[src/rtl/csr_pkg.sv]
`default_nettype none
package csr_pkg;
  // ---------------------------------------------------------------
  // Register offsets
  // ---------------------------------------------------------------
  localparam logic [7:0] ADDR_INDIRECT_PORT_0 = 8'h00;
  localparam logic [7:0] ADDR_POINTER_ZERO = 8'h01;
  localparam logic [7:0] ADDR_INDIRECT_PORT_1 = 8'h02;
  localparam logic [7:0] ADDR_POINTER_ONE = 8'h03;
  localparam logic [7:0] ADDR_BANK_SELECT = 8'h04;
  localparam logic [7:0] ADDR_WORKING_REGISTER = 8'h05;
  localparam logic [7:0] ADDR_PROG_COUNTER_LOW = 8'h06;
  localparam logic [7:0] ADDR_TABLE_POINTER_LOW = 8'h07;
  localparam logic [7:0] ADDR_TABLE_DATA_HIGH = 8'h08;
  localparam logic [7:0] ADDR_TABLE_POINTER_HIGH = 8'h09;
  localparam logic [7:0] ADDR_STATUS_FLAGS = 8'h0a;
  // Special area limit and the unused window of bank 1
  localparam logic [7:0] ADDR_SPECIAL_LAST = 8'h7f;
  localparam logic [7:0] ADDR_UNUSED_FIRST = 8'h60;
  // ---------------------------------------------------------------
  // Field positions and reset values
  // ---------------------------------------------------------------
  localparam int FLAG_CARRY = 0;
  localparam int FLAG_HALF = 1;
  localparam int FLAG_ZERO = 2;
  localparam int FLAG_WRAP = 3;
  localparam int FLAG_SLEEP = 4;
  localparam int FLAG_WATCHDOG = 5;
  localparam logic [7:0] STATUS_WRITE_MASK = 8'h0f;
  localparam logic [7:0] BANK_SELECT_RESET = 8'h00;
  localparam logic [7:0] READ_ZERO = 8'h00;
  localparam logic [7:0] GP_FIRST = 8'h80;
  localparam int BANK_BITS = 2;
  localparam int BANKS = 4;
  localparam int GP_WORDS = 128;
  localparam int PC_BITS = 13;
  localparam int PROG_BITS = 16;
  localparam logic [1:0] DUMMY_CYCLES = 2'h1;

  // ALU operation selects
  typedef enum logic [2:0] {
    CSR_ALU_NONE = 3'b000,
    CSR_ALU_ADD = 3'b001,
    CSR_ALU_SUB = 3'b010,
    CSR_ALU_LOGIC = 3'b011,
    CSR_ALU_RLC = 3'b100,
    CSR_ALU_RRC = 3'b101
  } csr_alu_t;

  // System events from the core
  typedef enum logic [1:0] {
    CSR_EV_NONE = 2'b00,
    CSR_EV_WDT_REFRESH = 2'b01,
    CSR_EV_HALT = 2'b10,
    CSR_EV_WDT_TIMEOUT = 2'b11
  } csr_event_t;

  // Data-memory access request from the execution core
  typedef struct packed {
    logic rd;
    logic wr;
    logic [7:0] addr;
    logic [7:0] wdata;
  } csr_mem_req_t;

  // ALU request
  typedef struct packed {
    csr_alu_t op;
    logic [7:0] a;
    logic [7:0] b;
    logic to_acc;
  } csr_alu_req_t;

  // Whole module state apart from the banked general memory
  typedef struct packed {
    logic [7:0] ptr0;
    logic [7:0] ptr1;
    logic [BANK_BITS-1:0] bank;
    logic [7:0] acc;
    logic [PC_BITS-1:0] pc;
    logic [7:0] tbl_lo;
    logic [7:0] tbl_hi;
    logic [7:0] tbl_data_hi;
    logic [5:0] flags;
    logic [7:0] rdata;
    logic rvalid;
    logic [1:0] dummy;
    logic stall;
    logic [7:0] tbl_lo_result;
  } csr_state_t;
endpackage
`default_nettype wire

[src/rtl/csr_core_regs.sv]
`default_nettype none
// Summary of operation
// - Indirect ports redirect to paired pointer address
// - Pair zero bank 0; pair one any bank
// - Indirect access to ports: read zero, write ignored
// - Pointer registers are real read-write storage
// - Direct addressing always hits bank 0
// - Bank field decodes to banks 0 through 3
// - Unimplemented bank select bits read zero
// - Reset clears bank, except sleeping watchdog reset
// - Special registers visible from every bank
// - Bank 1 special 60H-7FH reads zero
// - Register moves pass through working register
// - Low byte write jumps within current page
// - Low byte jump inserts one dummy cycle
// - Table read: high to register, low out
// - Status writes leave watchdog and sleep flags
// - Carry from add, no-borrow, or rotate
// - Half carry from nibble carry or no-borrow
// - Zero flag set on zero result
// - Wrap flag on carry-in differing carry-out
// - Sleep flag: clear power-up/refresh, set halt
// - Watchdog flag: clear power-up/refresh/halt, set timeout
// - Status never saved on stack automatically
module csr_core_regs (
  // Clock and reset
  input wire logic SYS_CLK,
  input wire logic RESET,
  input wire logic POWER_UP,
  input wire logic SLEEPING,
  // Data-memory access
  input wire csr_pkg::csr_mem_req_t MEM_REQ,
  output logic [7:0] MEM_RDATA,
  output logic MEM_RVALID,
  // Working register and ALU
  input wire csr_pkg::csr_alu_req_t ALU_REQ,
  output logic [7:0] ACC_OUT,
  // Program counter
  input wire logic PC_ADVANCE,
  output logic [csr_pkg::PC_BITS-1:0] PC_OUT,
  output logic STALL,
  // Table read
  input wire logic TABLE_READ,
  input wire logic [csr_pkg::PROG_BITS-1:0] PROG_WORD,
  output logic [15:0] TABLE_ADDR,
  output logic [7:0] TABLE_LOW_BYTE,
  // System events and flags
  input wire csr_pkg::csr_event_t SYS_EVENT,
  output logic [7:0] STATUS_OUT,
  output logic [csr_pkg::BANK_BITS-1:0] BANK_OUT
);
  import csr_pkg::*;

  csr_state_t s_reg;
  csr_state_t s_next;
  // Storage: banked general memory above the special area
  logic [7:0] gp_mem_reg [BANKS][GP_WORDS];

  // ---------------------------------------------------------------
  // Address resolution
  // ---------------------------------------------------------------
  logic is_ind0;
  logic is_ind1;
  logic [7:0] eff_addr;
  logic [BANK_BITS-1:0] eff_bank;
  logic ind_to_port;
  logic gp_hit;
  logic [6:0] gp_idx;
  // Ports resolve through their pointer; direct goes to bank 0
  always_comb begin
    is_ind0 = (MEM_REQ.addr == ADDR_INDIRECT_PORT_0);
    is_ind1 = (MEM_REQ.addr == ADDR_INDIRECT_PORT_1);
    eff_addr = MEM_REQ.addr;
    eff_bank = '0;
    if (is_ind0) begin
      eff_addr = s_reg.ptr0;
      eff_bank = '0;
    end else if (is_ind1) begin
      eff_addr = s_reg.ptr1;
      eff_bank = s_reg.bank;
    end
    ind_to_port = (is_ind0 || is_ind1) &&
                  (eff_addr == ADDR_INDIRECT_PORT_0 || eff_addr == ADDR_INDIRECT_PORT_1);
    gp_hit = (eff_addr >= GP_FIRST);
    gp_idx = eff_addr[6:0];
  end

  // ---------------------------------------------------------------
  // ALU flag generation
  // ---------------------------------------------------------------
  logic [8:0] sum;
  logic [4:0] nib;
  logic [7:0] low7;
  logic [7:0] res;
  logic c_out;
  logic h_out;
  logic c_in7;
  logic [7:0] b_eff;
  logic cin;
  // Subtract is add of inverse plus one: carry then means no borrow
  always_comb begin
    b_eff = (ALU_REQ.op == CSR_ALU_SUB) ? ~ALU_REQ.b : ALU_REQ.b;
    cin = (ALU_REQ.op == CSR_ALU_SUB);
    sum = {1'b0, ALU_REQ.a} + {1'b0, b_eff} + {8'h00, cin};
    nib = {1'b0, ALU_REQ.a[3:0]} + {1'b0, b_eff[3:0]} + {4'h0, cin};
    low7 = {1'b0, ALU_REQ.a[6:0]} + {1'b0, b_eff[6:0]} + {7'h00, cin};
    c_out = sum[8];
    h_out = nib[4];
    c_in7 = low7[7];
    res = sum[7:0];
    if (ALU_REQ.op == CSR_ALU_LOGIC) begin
      res = ALU_REQ.a;
    end else if (ALU_REQ.op == CSR_ALU_RLC) begin
      res = {ALU_REQ.a[6:0], s_reg.flags[FLAG_CARRY]};
    end else if (ALU_REQ.op == CSR_ALU_RRC) begin
      res = {s_reg.flags[FLAG_CARRY], ALU_REQ.a[7:1]};
    end
  end

  // ---------------------------------------------------------------
  // Next-state logic
  // ---------------------------------------------------------------
  logic [7:0] rd;
  logic [7:0] status_view;
  logic jump;
  always_comb begin
    s_next = s_reg;
    s_next.rvalid = MEM_REQ.rd;
    status_view = {2'b00, s_reg.flags};
    rd = READ_ZERO;
    jump = 1'b0;
    // Read mux; the special area is the same for every bank
    if (ind_to_port) begin
      rd = READ_ZERO;
    end else if (gp_hit) begin
      rd = gp_mem_reg[eff_bank][gp_idx];
    end else if (eff_addr >= ADDR_UNUSED_FIRST) begin
      rd = READ_ZERO;
    end else if (eff_addr == ADDR_POINTER_ZERO) begin
      rd = s_reg.ptr0;
    end else if (eff_addr == ADDR_POINTER_ONE) begin
      rd = s_reg.ptr1;
    end else if (eff_addr == ADDR_BANK_SELECT) begin
      rd = {{(8 - BANK_BITS){1'b0}}, s_reg.bank};
    end else if (eff_addr == ADDR_WORKING_REGISTER) begin
      rd = s_reg.acc;
    end else if (eff_addr == ADDR_PROG_COUNTER_LOW) begin
      rd = s_reg.pc[7:0];
    end else if (eff_addr == ADDR_TABLE_POINTER_LOW) begin
      rd = s_reg.tbl_lo;
    end else if (eff_addr == ADDR_TABLE_DATA_HIGH) begin
      rd = s_reg.tbl_data_hi;
    end else if (eff_addr == ADDR_TABLE_POINTER_HIGH) begin
      rd = s_reg.tbl_hi;
    end else if (eff_addr == ADDR_STATUS_FLAGS) begin
      rd = status_view;
    end
    if (MEM_REQ.rd) begin
      s_next.rdata = rd;
    end
    // Program counter advance and dummy-cycle stall
    if (s_reg.dummy != 2'h0) begin
      s_next.dummy = s_reg.dummy - 2'h1;
    end else if (PC_ADVANCE) begin
      s_next.pc = s_reg.pc + 13'h0001;
    end
    // ALU results land only in the working register
    if (ALU_REQ.op != CSR_ALU_NONE) begin
      if (ALU_REQ.to_acc) begin
        s_next.acc = res;
      end
      s_next.flags[FLAG_ZERO] = (res == 8'h00);
      if (ALU_REQ.op == CSR_ALU_ADD || ALU_REQ.op == CSR_ALU_SUB) begin
        s_next.flags[FLAG_CARRY] = c_out;
        s_next.flags[FLAG_HALF] = h_out;
        s_next.flags[FLAG_WRAP] = c_in7 ^ c_out;
      end else if (ALU_REQ.op == CSR_ALU_RLC) begin
        s_next.flags[FLAG_CARRY] = ALU_REQ.a[7];
      end else if (ALU_REQ.op == CSR_ALU_RRC) begin
        s_next.flags[FLAG_CARRY] = ALU_REQ.a[0];
      end
    end
    // Register writes; a port-to-port indirect write does nothing
    if (MEM_REQ.wr && !ind_to_port && !gp_hit) begin
      if (eff_addr == ADDR_POINTER_ZERO) begin
        s_next.ptr0 = MEM_REQ.wdata;
      end else if (eff_addr == ADDR_POINTER_ONE) begin
        s_next.ptr1 = MEM_REQ.wdata;
      end else if (eff_addr == ADDR_BANK_SELECT) begin
        s_next.bank = MEM_REQ.wdata[BANK_BITS-1:0];
      end else if (eff_addr == ADDR_WORKING_REGISTER) begin
        s_next.acc = MEM_REQ.wdata;
      end else if (eff_addr == ADDR_PROG_COUNTER_LOW) begin
        s_next.pc = {s_reg.pc[PC_BITS-1:8], MEM_REQ.wdata};
        jump = 1'b1;
      end else if (eff_addr == ADDR_TABLE_POINTER_LOW) begin
        s_next.tbl_lo = MEM_REQ.wdata;
      end else if (eff_addr == ADDR_TABLE_DATA_HIGH) begin
        s_next.tbl_data_hi = MEM_REQ.wdata;
      end else if (eff_addr == ADDR_TABLE_POINTER_HIGH) begin
        s_next.tbl_hi = MEM_REQ.wdata;
      end else if (eff_addr == ADDR_STATUS_FLAGS) begin
        s_next.flags[3:0] = MEM_REQ.wdata[3:0] & STATUS_WRITE_MASK[3:0];
      end
    end
    if (jump) begin
      s_next.dummy = DUMMY_CYCLES;
    end
    s_next.stall = jump || (s_reg.dummy > 2'h1);
    // Table read: high byte kept here, low byte handed out
    if (TABLE_READ) begin
      s_next.tbl_data_hi = PROG_WORD[15:8];
      s_next.tbl_lo_result = PROG_WORD[7:0];
    end
    // System events own the top two flags
    if (SYS_EVENT == CSR_EV_WDT_REFRESH) begin
      s_next.flags[FLAG_SLEEP] = 1'b0;
      s_next.flags[FLAG_WATCHDOG] = 1'b0;
    end else if (SYS_EVENT == CSR_EV_HALT) begin
      s_next.flags[FLAG_SLEEP] = 1'b1;
      s_next.flags[FLAG_WATCHDOG] = 1'b0;
    end else if (SYS_EVENT == CSR_EV_WDT_TIMEOUT) begin
      s_next.flags[FLAG_WATCHDOG] = 1'b1;
    end
  end

  // ---------------------------------------------------------------
  // State registers
  // ---------------------------------------------------------------
  // Status lives only here; nothing pushes it on calls or interrupts
  always_ff @(posedge SYS_CLK) begin
    if (RESET) begin
      s_reg <= '0;
      s_reg.bank <= BANK_SELECT_RESET[BANK_BITS-1:0];
      // Only power-up clears the flags; other resets keep them, except a timeout sets the watchdog flag
      if (!POWER_UP) begin
        s_reg.flags <= s_reg.flags;
        if (SYS_EVENT == CSR_EV_WDT_TIMEOUT) begin
          s_reg.flags[FLAG_WATCHDOG] <= 1'b1;
          // A watchdog wake from sleep keeps the selected bank
          if (SLEEPING) begin
            s_reg.bank <= s_reg.bank;
          end
        end
      end
    end else begin
      s_reg <= s_next;
    end
  end

  // General memory write, per bank
  genvar gb;
  generate
    for (gb = 0; gb < BANKS; gb++) begin : g_bank
      always_ff @(posedge SYS_CLK) begin
        if (MEM_REQ.wr && !ind_to_port && gp_hit && eff_bank == BANK_BITS'(gb)) begin
          gp_mem_reg[gb][gp_idx] <= MEM_REQ.wdata;
        end
      end
    end
  endgenerate

  // Outputs straight from state flops
  assign MEM_RDATA = s_reg.rdata;
  assign MEM_RVALID = s_reg.rvalid;
  assign ACC_OUT = s_reg.acc;
  assign PC_OUT = s_reg.pc;
  assign STALL = s_reg.stall;
  assign TABLE_ADDR = {s_reg.tbl_hi, s_reg.tbl_lo};
  assign TABLE_LOW_BYTE = s_reg.tbl_lo_result;
  assign STATUS_OUT = {2'b00, s_reg.flags};
  assign BANK_OUT = s_reg.bank;

  // Helper: watchdog reset taken while the core sleeps
  logic wake_reset;
  assign wake_reset = RESET && !POWER_UP && SLEEPING && (SYS_EVENT == CSR_EV_WDT_TIMEOUT);
endmodule
`default_nettype wire

[config.mk]
export PLATFORM = sky130hd
export DESIGN_NAME = csr_core_regs
export DESIGN_NICKNAME = d
export VERILOG_FILES = /design/src/rtl/csr_pkg.sv /design/src/rtl/csr_core_regs.sv
export SDC_FILE = /design/constraint.sdc
export NUM_CORES = 2
export LEC_CHECK = 0
export BUFFER_PORTS_ARGS = -buffer_cell sky130_fd_sc_hd__buf_2
export CAP_MARGIN = 20
export CELL_PAD_IN_SITES_DETAIL_PLACEMENT = 1
export CELL_PAD_IN_SITES_GLOBAL_PLACEMENT = 2
export CORE_MARGIN = 4
export CORE_UTILIZATION = 51
export DETAILED_ROUTE_END_ITERATION = 6
export HOLD_SLACK_MARGIN = 0.03
export PLACE_DENSITY_LB_ADDON = 0.1
export SYNTH_ARGS = -nofsm -noshare
export SYNTH_HDL_FRONTEND = slang
export SYNTH_SLANG_ARGS = --single-unit
export TNS_END_PERCENT = 10
[constraint.sdc]
create_clock -name SYS_CLK -period 7.6 [get_ports SYS_CLK]
set_input_delay 0.38 -clock SYS_CLK [delete_from_list [all_inputs] [get_ports SYS_CLK]]
set_output_delay 0.38 -clock SYS_CLK [all_outputs]
set_load 0.02 [all_outputs]
Yosys cells after proc, flatten, opt, wreduce, memory -nomap -nowiden
Memories as Yosys holds them, arrays and structs flattened.
Cells that the tools add are included.
{ "totals": {"output_inout_bits": 65, "ff_bits": 89, "ram_bits": 4096, "mem_count": 1, "word_cells": 209} }
{ "op_classes": {"n_bitwise": 10, "n_reduce_logical": 38, "n_mux": 96, "n_eq_ne": 33, "add_sub_neg": 8, "n_lt_le_gt_ge": 5} }
{ "memory_table": {"columns": ["name", "words", "word_bits", "rd", "rd_clocked_by_memory_dff", "write_ports", "line", "source"], "rows": [
  ["gp_mem_reg", 4, 1024, 1, 0, 1, "csr_core_regs.sv:57", "logic [7:0] gp_mem_reg [BANKS][GP_WORDS];"]
]} }
{ "op_table": {"columns": ["cell", "n"], "rows": [
  ["$mux 1024", 10],
  ["$reduce_or 1024->1", 3],
  ["$mux 8", 30],
  ["$mux 47", 3],
  ["$mux 73", 1],
  ["$bmux 8 s7", 1],
  ["$demux 8 s7", 1],
  ["$mux 45", 1],
  ["$mux 4", 11],
  ["$mux 13", 3],
  ["$mux 37", 1],
  ["$eq 8x3->1 const B", 4],
  ["$eq 8x2->1 const B", 3],
  ["$eq 8x4->1 const B", 3],
  ["$logic_not 8->1", 3],
  ["$mux 2", 12],
  ["$mux 24", 1],
  ["$mux 1", 18],
  ["$ge 8x8->1 const B", 2],
  ["$mux 16", 1],
  ["$ne 2x2->1 const B", 8],
  ["$add 13x1->13 const B", 1],
  ["$mux 6", 2],
  ["$reduce_bool 2->1", 6],
  ["35 further kinds", 61]
]} }

Depth between registers and ports, before layout
{ "depth": {"depth_word": 20, "mapped_depth": 17, "mapped_depth_nobuf": 14} }

Worst setup path after synthesis
No wires, ideal clock.
{ "synth_path": {"kind": "input port to flip-flop", "startpoint": "input port ALU_REQ[17] (netlist name)", "endpoint": "register s_reg (netlist bit STATUS_OUT[2]), data pin", "required_ps": 7420, "setup_slack_ps": 3288, "n_path_buf": 2, "setup_time_ps": 180, "cell_stages": 14, "arrival_time_ps": 4132, "cell_sequence": "buf_1 > clkbuf_1 > nor3_1 > xor2_1 > fa_1 > a21o_1 > a21oi_1 > o21bai_1 > a21oi_1 > xnor2_1 > a211oi_1 > o2111ai_1 > or3b_2 > a221oi_1"} }
{ "synth_via": {"elab_chain_len": 20, "elab_cells_between_ends": 24, "classes_between": "add/sub: 2; eq/ne: 4; mux: 16; reduce/logical: 2"} }
{ "synth_rtl": {"columns": ["item", "line", "source"], "rows": [
  ["start, declared", "csr_core_regs.sv:36", "input wire csr_pkg::csr_alu_req_t ALU_REQ,"],
  ["$eq 3x2->1", "csr_core_regs.sv:102, csr_core_regs.sv:103", null],
  ["$mux 8", "csr_core_regs.sv:102", "b_eff = (ALU_REQ.op == CSR_ALU_SUB) ? ~ALU_REQ.b : ALU_REQ.b;"],
  ["$add 8x8->9", "csr_core_regs.sv:104", "sum = {1'b0, ALU_REQ.a} + {1'b0, b_eff} + {8'h00, cin};"],
  ["$add 9x1->9", "csr_core_regs.sv:104", null],
  ["$mux 8", "csr_core_regs.sv:115", "end else if (ALU_REQ.op == CSR_ALU_RRC) begin"],
  ["$mux 8", "csr_core_regs.sv:113", "end else if (ALU_REQ.op == CSR_ALU_RLC) begin"],
  ["$mux 8", "csr_core_regs.sv:111", "if (ALU_REQ.op == CSR_ALU_LOGIC) begin"],
  ["$logic_not 8->1", "csr_core_regs.sv:172", "s_next.flags[FLAG_ZERO] = (res == 8'h00);"],
  ["[... 4 more ...]", null, null],
  ["$mux 4", "csr_core_regs.sv:196", "end else if (eff_addr == ADDR_TABLE_POINTER_LOW) begin"],
  ["$mux 4", "csr_core_regs.sv:193", "end else if (eff_addr == ADDR_PROG_COUNTER_LOW) begin"],
  ["$mux 4", "csr_core_regs.sv:191", "end else if (eff_addr == ADDR_WORKING_REGISTER) begin"],
  ["$mux 4", "csr_core_regs.sv:189", "end else if (eff_addr == ADDR_BANK_SELECT) begin"],
  ["$mux 4", "csr_core_regs.sv:187", "end else if (eff_addr == ADDR_POINTER_ONE) begin"],
  ["$mux 4", "csr_core_regs.sv:185", "if (eff_addr == ADDR_POINTER_ZERO) begin"],
  ["$mux 4 (*)", "csr_core_regs.sv:184", "if (MEM_REQ.wr && !ind_to_port && !gp_hit) begin"],
  ["$mux 73 (*)", "csr_core_regs.sv:232", "if (RESET) begin"],
  ["end signal, assigned", "csr_core_regs.sv:247", "s_reg <= s_next;"],
  ["end, declared", "csr_core_regs.sv:54", "csr_state_t s_reg;"]
]} }
Mark *: on every way between the ends. The rest lies on a longest branch, timed or not.
A chain may end at the register's enable or synchronous reset.

Final worst setup path
{ "layout_path": {"startpoint": "register s_reg (netlist bit BANK_OUT[1])", "endpoint": "register s_reg (netlist bit MEM_RDATA[1])"} }
{ "layout_via": {"elab_chain_len": 8, "elab_cells_between_ends": 12, "classes_between": "mux: 11; memory: 1"} }
{ "layout_rtl": {"columns": ["item", "line", "source"], "rows": [
  ["$mux 2", "csr_core_regs.sv:78", "end else if (is_ind1) begin"],
  ["$mux 2", "csr_core_regs.sv:75", "if (is_ind0) begin"],
  ["$mem_v2 4x1024", null, null],
  ["$bmux 8 s7", "csr_core_regs.sv:136", "rd = gp_mem_reg[eff_bank][gp_idx];"],
  ["$mux 8 (not written as such) (2 in a row)", "csr_core_regs.sv:136", null],
  ["$mux 8 (*)", "csr_core_regs.sv:135", "end else if (gp_hit) begin"],
  ["$mux 8 (*)", "csr_core_regs.sv:133", "if (ind_to_port) begin"]
]} }
Mark *: on every way between the ends. The rest lies on a longest branch, timed or not. The select of a mux whose other input is x is not followed.

==> results.py <==
metrics = {
    "floorplanning": {
        "die_w_um": 565,
        "dieArea_um2": 320000,
        "num_rows": 204,
        "initial_core_util_pct": 51.3,
        "coreArea_um2": 309000,
        "dieHeight_um": 565,
        "io_pins": 127,
    },
    "drt": {
        "drt_iter0_drc": 17700,
        "drt-total-wl_um": 617000,
        "route.detailed.drc": 1,
        "firstDrtPassIters": 7,
        "drtAntennaViolNets": 0,
        "viasPerCell": 7.23,
        "wl_per_cell_um": 41.8,
        "vias": 107000,
    },
    "timing": {
        "finalWorstSetupSlack_ns": 1.03,
        "worst_slew_pin_slew_ns": 1.46,
        "min_period_over_period_pct": 86.5,
        "fin_crit_ns": 6.57,
        "fin_setup_tns_ns": 0,
        "setup_viol_count_final": 0,
        "hold_viol": 0,
        "finalMaxSlewViolations": 0,
        "rsz0062_at_grt": "false",
        "slew_headroom_pct": 2.56,
        "fmax_mhz": 152,
        "fin_skew_ns": 0.0962,
    },
    "critical_path": {
        "cp.buffers_inverters": 4,
        "cp-end-kind": "flip-flop",
        "startpoint": "BANK_OUT[1]$_SDFFCE_PP0P_",
        "r2r_end": "MEM_RDATA[1]$_SDFFE_PP0P_",
        "path_common_cell": "buf_4",
        "crit_arrival_ns": 7.44,
        "critPathKind": "reg -> reg",
        "cpMaxStageDelayCell": "a221oi_1",
        "cp_slowest_stage_delay_ns": 1.06,
        "required_ns": 8.46,
        "worstRegToRegCells": 13,
        "cp_cell_sequence": "nand2b_2 > buf_4 > or3_4 > buf_12 > buf_4 > buf_4 > o22ai_1 > nor3_1 > nor4_1 > or4_1 > a221oi_1 > o311ai_0 > o32ai_1",
        "timing.rr.start": "BANK_OUT[1]$_SDFFCE_PP0P_",
        "start_kind": "flip-flop",
        "crit_family": "simple AND/OR/NAND/NOR gates",
        "path_max_fanout": 69,
        "worst-r2r-setup-slack_ns": 1.03,
    },
    "yosys": {
        "yosysTopAreaCell": "edfxtp_1",
        "synth-simple-area-share_pct": 4.11,
        "synth_fa_ha_area_share_pct": 0.0995,
        "synth_xor_area_share_pct": 0.144,
        "synth_mux_area_share_pct": 1.41,
        "synth_area_per_cell_um2": 15.7,
        "synth_top_cell_area_share_pct": 77.7,
        "syn-cell-area_um2": 158000,
        "synthCells": 10100,
        "synth_area_leaders": "edfxtp_1 78%, o22ai_1 7.4%, o21ai_0 2.5%, nor2_1 1.8%, dfxtp_1 1.0%",
        "synthFlopType": "edfxtp_1",
        "ys_async_sr_fraction_pct": 0,
        "yosysWarnings": 0,
        "yosysSeqAreaShare_pct": 78.8,
        "synth_edf_count": 4103,
        "synth_top_family_by_area": "compound AO/OA/AOI/OAI gates",
        "synth-compound-area-share_pct": 13.1,
        "synth_cell_type_count": 98,
        "ys_ff_latch": 4185,
    },
    "clocking": {
        "cts.sinks": 4185,
        "cts-buffers-inserted": 428,
        "clockBufferDepth": 4,
        "clk_pin_slew_ns": 0.06,
        "clk-insertion-delay-late_ns": 1.02,
        "holdBufCountCts": 51,
        "ctsResizeCount": 0,
        "root_buffer": "clkbuf_16",
        "htree_levels": 5,
        "post_cts_buffers": 0,
        "cts_tree": "done",
    },
    "layout": {
        "stdcell_area_um2": 179000,
        "layout.cells.most_common_list": "4103 x edfxtp_1, 1885 x o22ai_1, 778 x o21ai_0",
        "largest_register_ffs": 4096,
        "synthToLayoutAreaGrowth_pct": 13.0,
        "finish.utilization_pct": 58.0,
        "num-nets-final": 10300,
        "drive_gt1_share_pct": 11.9,
        "layout_commonest_cell": "edfxtp_1",
    },
    "grt": {
        "grt_pass1_wl_um": 844000,
        "grtUsageTotal_pct": 37.8,
        "antenna_found_initial": 74,
        "grt_max_degree": 183,
        "grt_overflow": 0,
        "first_global_vias": 103000,
    },
    "place": {
        "portBuffers": 124,
        "place_ws_ns": 1.40,
        "gp_congestion": 0.938,
        "placed_cell_area_um2": 165000,
        "dp_hpwl_um": 368000,
    },
    "power": {
        "p_leak_uw": 0.0551,
        "finalPower_uw": 48500,
        "ir_drop_mv": 0.214,
        "power_density_nw_per_um2": 271,
    },
    "job": {
        "cap_viol_max_count": 0,
    },
    "hold_path": {
        "hold_path_depth": 6,
        "hold-path-endpoint": "ACC_OUT[0]$_SDFF_PP0_",
        "hold_start": "ALU_REQ[9]",
        "min_path_type": "in -> reg",
    },
    "run_status": {
        "violations": "design-rule violations",
        "status": "complete, but fails checks",
    },
}
power breakdown:
| part | total, µW | leakage, µW | internal, µW | switching (µW) |
|---|---|---|---|---|
| Sequential | 25400 | 0.0375 | 25400 | 39.5 |
| Combinational | 2070 | 0.0108 | 408 | 1670 |
| Clock | 21000 | 0.00673 | 11900 | 9140 |
how the worst max path moves through the flow:
stage	to	slack (ns)	depth (start not counted)
global placement	MEM_RDATA[7]$_SDFFE_PP0P_	1.15	13
detailed placement	MEM_RDATA[4]$_SDFFE_PP0P_	1.40	12
CTS	MEM_RDATA[1]$_SDFFE_PP0P_	1.47	13
finish	MEM_RDATA[1]$_SDFFE_PP0P_	1.03	13
floorplan	STATUS_OUT[2]$_DFFE_PP_	3.29	14
global route	MEM_RDATA[1]$_SDFFE_PP0P_	1.19	13
through the flow:
step	hold WS, ns	std cells
final	0.0888	14700
after global routing	0.105	14700
after CTS	0.0419	14700
after detailed placement	0.487	13800
after global placement	0.472	13800
after floorplan	0.462	10100
cell families (layout without fill, tap and decap cells):
| family | after synthesis | after routing |
|---|---|---|
| AO/OA/AOI/OAI | 3364 | 3364 |
| flip-flops | 4185 | 4185 |
| buffers and inverters | 857 | 1325 |
| other | 1 | 54 |
| AND/OR/NAND/NOR | 1446 | 1446 |
| XOR/XNOR | 26 | 26 |
| adder cells (fa/ha/maj) | 12 | 12 |
| multiplexers | 212 | 212 |
metal layers:
metal  vias up  global-route usage (%)  part of all wire [%]
met5         -                   0.446                 0.067
met4        24                    19.5                   6.0
li1      41500                       -                     -
met2      7970                    56.3                    45
met1     55400                    51.5                    36
met3      1623                    10.2                    13
worst reg2reg max path, cell delays in order (launching register included):
cell      delay, ns
edfxtp_1       0.71
nand2b_2       0.19
buf_4          0.40
or3_4          0.80
buf_12         0.48
buf_4          0.51
buf_4          0.34
o22ai_1        0.11
nor3_1         0.25
nor4_1         0.10
or4_1          0.69
a221oi_1       1.06
o311ai_0       0.43
o32ai_1        0.39
synth_stat cells, drive strengths merged (22+ instances only):
cell       n
nor4      33
inv       27
nor2     767
nand2    164
o311ai    27
mux2i    126
or3       24
nand3     95
edfxtp  4103
dfxtp     82
clkbuf   411
mux2      86
nand4    112
o21ai    790
a22oi     22
a211oi    56
a21oi    218
o22ai   1886
nor3     184
buf      417
o211ai    38
o221ai    84
a31oi     35
area by class of cell:
type / instances / area [µm²]
Tap cell: 4120 / 5150
Clock buffer: 528 / 11300
Timing Repair Buffer: 506 / 4540
Fill cell: 27800 / 130000
Multi-Input combinational cell: 5062 / 30600
Inverter: 29 / 114
Sequential cell: 4185 / 125000
Clock inverter: 262 / 2520
Antenna cell: 52 / 130
No activity file was read; power rests on OpenSTA's default activity.
